File: config.mk
export PLATFORM = sky130hd
export DESIGN_NAME = isc_control_irq
export DESIGN_NICKNAME = d
export VERILOG_FILES = /design/src/logic/isc_control_irq.v
export VERILOG_INCLUDE_DIRS = /design/src /design/src/include
export SDC_FILE = /design/constraint.sdc
export NUM_CORES = 1
export LEC_CHECK = 0
export ABC_AREA = 1
export BUFFER_PORTS_ARGS = -buffer_cell sky130_fd_sc_hd__buf_2
export CAP_MARGIN = 0
export CORE_MARGIN = 5
export CORE_UTILIZATION = 47
export CTS_CLUSTER_SIZE = 30
export DETAILED_ROUTE_END_ITERATION = 8
export HOLD_SLACK_MARGIN = 0.15
export PLACE_DENSITY = 0.85
export SLEW_MARGIN = 20
export SYNTH_ARGS = -nofsm -noshare
export SYNTH_HDL_FRONTEND = slang
export SYNTH_SLANG_ARGS = --single-unit
File: constraint.sdc
create_clock -name clk_i -period 1.4 [get_ports clk_i]
set_input_delay 0.07 -clock clk_i [delete_from_list [all_inputs] [get_ports clk_i]]
set_output_delay 0.07 -clock clk_i [all_outputs]
set_load 0.02 [all_outputs]
File: src/include/isc_regs.vh
// Register offsets, field positions and reset values of the I2C/SMBus control block.
// Operation
// - Seven event flags are ORed onto the event interrupt, gated by event_irq_on.
// - tx_empty and rx_full interrupt only with buffer_irq_on, whatever dma_request_on.
// - Seven error flags are ORed onto the error interrupt, gated by error_irq_on.
// - During debug halt, timeout counting runs or freezes per debug_timeout_freeze.
// - Registers accept both half-word and word accesses.
// - While soft_reset is 1, the whole interface is held in reset.
// - alert_drive pulls alert_line low and ACKs alert header; cleared when block_on is 0.
// - CRC request cleared after CRC transfer, START, STOP, or when block_on is 0.
// - ack_lookahead selects whether ACK and CRC apply to current or next byte.
// - Acknowledge enable returns ACK after received bytes; cleared when block_on is 0.
// - Stop request set on timeout, cleared on STOP; master generates STOP.
// - In slave mode a stop request releases clock and data after the byte.
// - Start request makes START; cleared when sent or block_on is 0.
// - hold_clock_disable stops slave clock stretching on matched or byte-done.
// - general_call_accept ACKs address 00h; crc8_check_on enables CRC computation.
// - arp_address_accept recognises device default or host address per host_role_select.
// - protocol_variant_select picks I2C or SMBus; block_on enables and routes pins.
// - Clearing block_on mid-transfer defers disable and its bit resets until idle.
// - dma_final_block marks next DMA end-of-transfer as last, NACKing final byte in master mode.
// - dma_request_on issues DMA requests whenever tx_empty or rx_full is 1.
`ifndef ISC_REGS_VH
`define ISC_REGS_VH
`define ISC_OFS_CONTROL_ONE 4'h0
`define ISC_OFS_CONTROL_TWO 4'h4
`define ISC_RST_CONTROL_ONE 16'h0000
`define ISC_RST_CONTROL_TWO 16'h0000
`define ISC_C1_SOFT_RESET 15
`define ISC_C1_ALERT_DRIVE 13
`define ISC_C1_CRC8_REQ 12
`define ISC_C1_ACK_LOOKAHEAD 11
`define ISC_C1_ACK_ENABLE 10
`define ISC_C1_STOP_REQ 9
`define ISC_C1_START_REQ 8
`define ISC_C1_HOLD_CLOCK_DIS 7
`define ISC_C1_GENERAL_CALL 6
`define ISC_C1_CRC8_CHECK_ON 5
`define ISC_C1_ARP_ACCEPT 4
`define ISC_C1_HOST_ROLE 3
`define ISC_C1_PROTOCOL_VAR 1
`define ISC_C1_BLOCK_ON 0
`define ISC_C1_WRITABLE 16'hBFFB
`define ISC_C2_DMA_FINAL 12
`define ISC_C2_DMA_REQ_ON 11
`define ISC_C2_BUFFER_IRQ 10
`define ISC_C2_EVENT_IRQ 9
`define ISC_C2_ERROR_IRQ 8
`define ISC_C2_WRITABLE 16'h1F3F
`endif

File: src/logic/isc_control_irq.v
// Control registers, interrupt mapping and DMA request logic of the I2C/SMBus block.
`timescale 1ns/1ps
`include "isc_regs.vh"

module isc_control_irq (
  // Clock and reset
  input wire clk_i,
  input wire reset_i,
  // Avalon-MM slave
  input wire [3:0] avs_address_i,
  input wire [3:0] avs_byteenable_i,
  input wire avs_read_i,
  input wire avs_write_i,
  input wire [31:0] avs_writedata_i,
  output reg [31:0] avs_readdata_o,
  output wire avs_waitrequest_o,
  // Event flags from the status logic
  input wire start_sent_flag_i,
  input wire target_matched_flag_i,
  input wire ten_bit_header_flag_i,
  input wire stop_seen_flag_i,
  input wire byte_done_flag_i,
  input wire rx_full_flag_i,
  input wire tx_empty_flag_i,
  // Error flags from the status logic
  input wire bus_fault_flag_i,
  input wire arbitration_lost_flag_i,
  input wire ack_failure_flag_i,
  input wire overrun_flag_i,
  input wire crc8_mismatch_flag_i,
  input wire clock_low_overtime_flag_i,
  input wire alert_event_flag_i,
  // Protocol engine status
  input wire master_mode_i,
  input wire crc_sent_i,
  input wire start_done_i,
  input wire timeout_error_i,
  input wire dma_eot_i,
  // Debug
  input wire debug_halt_i,
  input wire debug_timeout_freeze_i,
  // Bus lines, sampled
  input wire scl_i,
  input wire sda_i,
  // Alert line, open drain
  input wire alert_line_i,
  output reg alert_line_o,
  output reg alert_line_oe_o,
  // Interrupts and DMA
  output reg event_irq_o,
  output reg error_irq_o,
  output reg dma_req_o,
  // Controls to the protocol engine
  output reg engine_reset_o,
  output reg pins_enabled_o,
  output reg smbus_mode_o,
  output reg ack_enable_o,
  output reg ack_next_byte_o,
  output reg crc_request_o,
  output reg crc_enable_o,
  output reg gen_stop_o,
  output reg release_lines_o,
  output reg gen_start_o,
  output reg stretch_allowed_o,
  output reg general_call_ack_o,
  output reg accept_default_addr_o,
  output reg accept_host_addr_o,
  output reg alert_header_ack_o,
  output reg nack_last_byte_o,
  output reg timeout_run_o
);

  // ***************************************************************
  // Bus line synchronisers and START/STOP detection
  // ***************************************************************
  reg scl_meta;
  reg scl_sync;
  reg sda_meta;
  reg sda_sync;
  reg sda_prev;
  reg bus_busy;
  reg alert_meta;
  reg alert_sync;
  wire start_seen;
  wire stop_seen;

  always @(posedge clk_i) begin
    if (reset_i) begin
      scl_meta <= 1'b1;
      scl_sync <= 1'b1;
      sda_meta <= 1'b1;
      sda_sync <= 1'b1;
      sda_prev <= 1'b1;
      alert_meta <= 1'b1;
      alert_sync <= 1'b1;
    end else begin
      scl_meta <= scl_i;
      scl_sync <= scl_meta;
      sda_meta <= sda_i;
      sda_sync <= sda_meta;
      sda_prev <= sda_sync;
      alert_meta <= alert_line_i;
      alert_sync <= alert_meta;
    end
  end

  assign start_seen = scl_sync & sda_prev & ~sda_sync;
  assign stop_seen = scl_sync & ~sda_prev & sda_sync;

  // ***************************************************************
  // Avalon-MM handshake
  // ***************************************************************
  // One wait state: the read word is latched while waitrequest is high,
  // and a write lands on the edge where waitrequest is low.
  reg resp;
  wire req;
  wire wr_take;
  reg [15:0] control_one;
  reg [15:0] control_two;
  reg block_on_eff;
  wire soft_reset;
  wire [15:0] lane_mask;
  wire [15:0] c1_mask;
  wire [15:0] c2_mask;
  wire wr_c1;
  wire wr_c2;

  assign req = avs_read_i | avs_write_i;
  assign avs_waitrequest_o = req & ~resp;
  assign wr_take = avs_write_i & resp;
  // Half-word and word writes both reach the low 16 bits through lanes 0 and 1.
  assign lane_mask = {{8{avs_byteenable_i[1]}}, {8{avs_byteenable_i[0]}}};
  assign c1_mask = lane_mask & `ISC_C1_WRITABLE;
  assign c2_mask = lane_mask & `ISC_C2_WRITABLE;
  assign wr_c1 = wr_take & (avs_address_i == `ISC_OFS_CONTROL_ONE);
  assign wr_c2 = wr_take & (avs_address_i == `ISC_OFS_CONTROL_TWO);
  assign soft_reset = control_one[`ISC_C1_SOFT_RESET];

  always @(posedge clk_i) begin
    if (reset_i) begin
      resp <= 1'b0;
      avs_readdata_o <= 32'h0000_0000;
    end else begin
      resp <= req & ~resp;
      if (avs_read_i & ~resp) begin
        case (avs_address_i)
          `ISC_OFS_CONTROL_ONE: avs_readdata_o <= {16'h0000, control_one};
          `ISC_OFS_CONTROL_TWO: avs_readdata_o <= {16'h0000, control_two};
          default: avs_readdata_o <= 32'h0000_0000;
        endcase
      end
    end
  end

  // ***************************************************************
  // Bus activity and deferred disable
  // ***************************************************************
  // Clearing block_on only takes hold once the bus is idle, so a transfer
  // in flight is never cut and its bit resets wait with it.
  always @(posedge clk_i) begin
    if (reset_i | soft_reset) begin
      bus_busy <= 1'b0;
      block_on_eff <= 1'b0;
    end else begin
      if (start_seen) begin
        bus_busy <= 1'b1;
      end else if (stop_seen) begin
        bus_busy <= 1'b0;
      end
      if (control_one[`ISC_C1_BLOCK_ON]) begin
        block_on_eff <= 1'b1;
      end else if (~bus_busy & ~start_seen) begin
        block_on_eff <= 1'b0;
      end
    end
  end

  // ***************************************************************
  // Control register one
  // ***************************************************************
  reg [15:0] next_control_one;

  always @* begin
    next_control_one = control_one;
    if (wr_c1) begin
      next_control_one = (control_one & ~c1_mask) | (avs_writedata_i[15:0] & c1_mask);
    end
    if (control_one[`ISC_C1_CRC8_REQ] & (crc_sent_i | start_seen | stop_seen)) begin
      next_control_one[`ISC_C1_CRC8_REQ] = 1'b0;
    end
    if (control_one[`ISC_C1_START_REQ] & start_done_i) begin
      next_control_one[`ISC_C1_START_REQ] = 1'b0;
    end
    if (stop_seen) begin
      next_control_one[`ISC_C1_STOP_REQ] = 1'b0;
    end
    // A timeout in the same cycle as a write or a STOP still sets the request.
    if (timeout_error_i) begin
      next_control_one[`ISC_C1_STOP_REQ] = 1'b1;
    end
    // The new block_on value decides, so enabling and setting a bit in one write keeps the bit.
    if (~block_on_eff & ~next_control_one[`ISC_C1_BLOCK_ON]) begin
      next_control_one[`ISC_C1_ALERT_DRIVE] = 1'b0;
      next_control_one[`ISC_C1_CRC8_REQ] = 1'b0;
      next_control_one[`ISC_C1_ACK_LOOKAHEAD] = 1'b0;
      next_control_one[`ISC_C1_ACK_ENABLE] = 1'b0;
      next_control_one[`ISC_C1_START_REQ] = 1'b0;
    end
  end

  always @(posedge clk_i) begin
    if (reset_i) begin
      control_one <= `ISC_RST_CONTROL_ONE;
    end else if (soft_reset) begin
      // Only the soft reset bit itself stays writable while held.
      control_one <= `ISC_RST_CONTROL_ONE;
      if (wr_c1 & c1_mask[`ISC_C1_SOFT_RESET]) begin
        control_one[`ISC_C1_SOFT_RESET] <= avs_writedata_i[`ISC_C1_SOFT_RESET];
      end else begin
        control_one[`ISC_C1_SOFT_RESET] <= 1'b1;
      end
    end else begin
      control_one <= next_control_one;
    end
  end

  // ***************************************************************
  // Control register two and the last-transfer NACK
  // ***************************************************************
  reg last_armed;

  always @(posedge clk_i) begin
    if (reset_i | soft_reset) begin
      control_two <= `ISC_RST_CONTROL_TWO;
      last_armed <= 1'b0;
    end else begin
      if (wr_c2) begin
        control_two <= (control_two & ~c2_mask) | (avs_writedata_i[15:0] & c2_mask);
      end
      if (dma_eot_i & control_two[`ISC_C2_DMA_FINAL]) begin
        last_armed <= 1'b1;
      end else if (start_seen | stop_seen) begin
        last_armed <= 1'b0;
      end
    end
  end

  // ***************************************************************
  // Interrupts, DMA requests and engine controls
  // ***************************************************************
  wire event_any;
  wire error_any;
  wire c1_on;
  wire slave_mode;

  assign event_any = start_sent_flag_i | target_matched_flag_i | ten_bit_header_flag_i
    | stop_seen_flag_i | byte_done_flag_i
    | (control_two[`ISC_C2_BUFFER_IRQ] & (tx_empty_flag_i | rx_full_flag_i));
  assign error_any = bus_fault_flag_i | arbitration_lost_flag_i | ack_failure_flag_i
    | overrun_flag_i | crc8_mismatch_flag_i | clock_low_overtime_flag_i
    | alert_event_flag_i;
  assign c1_on = block_on_eff & ~soft_reset;
  assign slave_mode = ~master_mode_i;

  always @(posedge clk_i) begin
    if (reset_i) begin
      event_irq_o <= 1'b0;
      error_irq_o <= 1'b0;
      dma_req_o <= 1'b0;
      engine_reset_o <= 1'b1;
      pins_enabled_o <= 1'b0;
      smbus_mode_o <= 1'b0;
      ack_enable_o <= 1'b0;
      ack_next_byte_o <= 1'b0;
      crc_request_o <= 1'b0;
      crc_enable_o <= 1'b0;
      gen_stop_o <= 1'b0;
      release_lines_o <= 1'b0;
      gen_start_o <= 1'b0;
      stretch_allowed_o <= 1'b1;
      general_call_ack_o <= 1'b0;
      accept_default_addr_o <= 1'b0;
      accept_host_addr_o <= 1'b0;
      alert_header_ack_o <= 1'b0;
      nack_last_byte_o <= 1'b0;
      timeout_run_o <= 1'b1;
      alert_line_o <= 1'b0;
      alert_line_oe_o <= 1'b0;
    end else begin
      event_irq_o <= control_two[`ISC_C2_EVENT_IRQ] & event_any;
      error_irq_o <= control_two[`ISC_C2_ERROR_IRQ] & error_any;
      dma_req_o <= control_two[`ISC_C2_DMA_REQ_ON] & (tx_empty_flag_i | rx_full_flag_i);
      engine_reset_o <= soft_reset | ~block_on_eff;
      pins_enabled_o <= c1_on;
      smbus_mode_o <= control_one[`ISC_C1_PROTOCOL_VAR];
      ack_enable_o <= c1_on & control_one[`ISC_C1_ACK_ENABLE];
      ack_next_byte_o <= control_one[`ISC_C1_ACK_LOOKAHEAD];
      crc_request_o <= c1_on & control_one[`ISC_C1_CRC8_REQ];
      crc_enable_o <= control_one[`ISC_C1_CRC8_CHECK_ON];
      gen_stop_o <= c1_on & master_mode_i & control_one[`ISC_C1_STOP_REQ];
      release_lines_o <= c1_on & slave_mode & control_one[`ISC_C1_STOP_REQ];
      gen_start_o <= c1_on & control_one[`ISC_C1_START_REQ]
        & (master_mode_i | ~bus_busy);
      stretch_allowed_o <= ~control_one[`ISC_C1_HOLD_CLOCK_DIS];
      general_call_ack_o <= control_one[`ISC_C1_GENERAL_CALL];
      accept_default_addr_o <= control_one[`ISC_C1_ARP_ACCEPT]
        & ~control_one[`ISC_C1_HOST_ROLE];
      accept_host_addr_o <= control_one[`ISC_C1_ARP_ACCEPT]
        & control_one[`ISC_C1_HOST_ROLE];
      alert_header_ack_o <= control_one[`ISC_C1_ALERT_DRIVE];
      nack_last_byte_o <= last_armed & master_mode_i;
      timeout_run_o <= ~(debug_halt_i & debug_timeout_freeze_i);
      alert_line_o <= 1'b0;
      alert_line_oe_o <= c1_on & control_one[`ISC_C1_ALERT_DRIVE];
    end
  end

endmodule // isc_control_irq

==> flow_summary.toml <==
[outcome]
status = "completed"

[logic_synthesis]
async_flop_share_pct = 0
synth_ff_type = "dfxtp_1"
synth.most_common_cell = "dfxtp_1"
netlist_area_um2 = 2890
synthTopCellsByCount = "dfxtp_1, nand2_1, nor2_1"
synth_area_leaders = "dfxtp_1, nand2_1, nor2_1"
yosysWarnings = 0
ys_seq_area_share_pct = 48.5
syn_inst = 367
yosys.area.top_type = "dfxtp_1"
synth_cell_types = 29
avgSynthCellArea_um2 = 7.88
synth-seq-cells = 70
synth_top_area_share_pct = 48.5
synth_edf_count = 0

[clock_network]
clkTransAtPathRegs_ps = 70
cts_root_buf = "clkbuf_8"
cts_tree = "done"
cts_buffer_depth = 2
cts_inserted_buffers = 9
clk_latency_ps = 340
numClockSinks = 70
htreeDepth = 3

[timing]
fin_tns_setup_ps = 0
fin_crit_ps = 1360
hold_violations = 0
slew_viol_final = 0
rsz0062_at_grt = "yes"
setup_viol_count_final = 0
clock_skew_ps = 6.95
min_period_over_period_pct = 96.9
hold_ws_ps = 220
clock.fmax_mhz = 737

[critical_path]
r2r_cells = 7
crit_arrival_ps = 1600
r2r_start = "resp$_SDFF_PP0_"
critPathRequiredTime_ps = 1640
worst_setup_path_end_kind = "register"
r2r_setup_slack_ps = 110
critical_path.max_fanout = 6
critPathLaunchType = "input pin"
critical_path_class = "in -> reg"

[floorplanning]
io_pins = 123
fp.coreArea_um2 = 5960
die-area_um2 = 7820
die_w_um = 88.4
die_h_um = 88.4
start_util_pct = 48.5
std_cell_rows = 28

[finish]
synthToLayoutAreaGrowth_pct = 39.1
seq_area_um2 = 1400
fin_nets = 576
final_util_pct = 67.5
multi_input_area_um2 = 1230
n_antenna_cell = 0
post-route-cell-area_um2 = 4020
drive_above_1_share_pct = 28.2
fillers = 486

[hold_path]
holdCritPathClass = "in -> reg"
hold-path-endpoint = "sda_prev$_SDFF_PP1_"
holdPathStages = 3
worst_hold_startpoint = "reset_i"

[place]
io_buffers = 84
placed_area_um2 = 3320
gp_congestion = 0.858
dp_hpwl_um = 5180

[job]
drv_cap = 0

[detailed_routing]
vias_per_cell = 4.74
drtIter0Drc = 138
vias = 2779
dr.pass1.iters = 4
wl_per_cell_um = 13.3
finalWirelength_um = 7780
drc_errors = 0
final_antenna_net_count = 0

[grt]
grt_pass1_wl_um = 12500
grt_pass1_vias = 2720
grt_antenna_before_repair = 0
gr-total-overflow = 0
grt_max_degree = 31
track_usage_pct = 20.8

[pwr]
leakage_nw = 1.93
ir_drop_uv = 706
powerDensity_nw_per_um2 = 1040
[worst max-delay path by stage]
stage / slack [ps] / from / end
after floorplan: 260 / resp$_SDFF_PP0_ / register
after global placement: 160 / resp$_SDFF_PP0_ / register
after detailed placement: 130 / resp$_SDFF_PP0_ / register
after CTS: 50 / avs_address_i[3] / register
after global routing: -20 / avs_address_i[2] / register
final: 40 / avs_address_i[3] / register
[what timing repair did]
action | in CTS | in global routing
setup endpoints to repair | 0 | 14
buffers inserted | 0 | 7
endpoints found under the hold margin | 44 | 0
resized for setup | 0 | 4
hold buffers | 45 | 0
[final cells by class]
cell class | count | share of cell area [%]
clock buffers | 13 | 3.95
well taps | 75 | 2.33
multi-input cells | 245 | 30.5
flip-flops and latches | 70 | 34.8
inverters | 42 | 3.92
repair buffers | 140 | 23.7
clock inverters | 1 | 0.747
[critical path: stages]
cell and delay [ps]:
dlygate4sd3_1 540, buf_2 160, nor2_4 200, nand2_4 110, nor2_4 180, nand2_4 90
nand2_1 80, nand2_1 60, inv_1 70, nor2_2 40
[where the power goes]
group	switching (mW)	internal, mW	total, mW
Sequential	0.0240	2.04	2.06
Clock	0.687	0.903	1.59
Combinational	0.300	0.226	0.525
Total	1.01	3.16	4.17
[logic make-up after synthesis]
group | Yosys count | share of synthesized area (%)
AND/OR/NAND/NOR | 182 | 31.0
flip-flops | 70 | 48.5
buffers and inverters | 69 | 11.6
AO/OA/AOI/OAI | 45 | 8.87
other | 1 | 0.130
[layer usage]
metal	up-vias	share of wire, %	global-route usage [%]
met4	0	1.5	6.87
met1	1272	41	24.0
met5	-	0	0
met3	13	7.3	5.77
met2	105	50	37.0
li1	1389	-	-
[stage by stage]
step           setup slack, ps  cells  power, mW
2_1_floorplan              263    384       2.40
3_3_place_gp               160    520       2.51
3_5_place_dp               128    520       2.52
4_1_cts                   52.0    579       4.18
5_1_grt                  -21.6    586       4.36
6_report                  43.4    586       4.17
[layout by cell type (no fill, tap or decap), types with 11 or more instances in the layout]
cell / n
nand3_1: 13
clkbuf_8: 11
dfxtp_1: 70
buf_2: 84
buf_4: 11
conb_1: 18
inv_1: 37
o21ai_0: 17
dlygate4sd3_1: 45
a21oi_1: 14
nor2_1: 63
nand2_1: 66
Power figures use the tool's default switching activity.
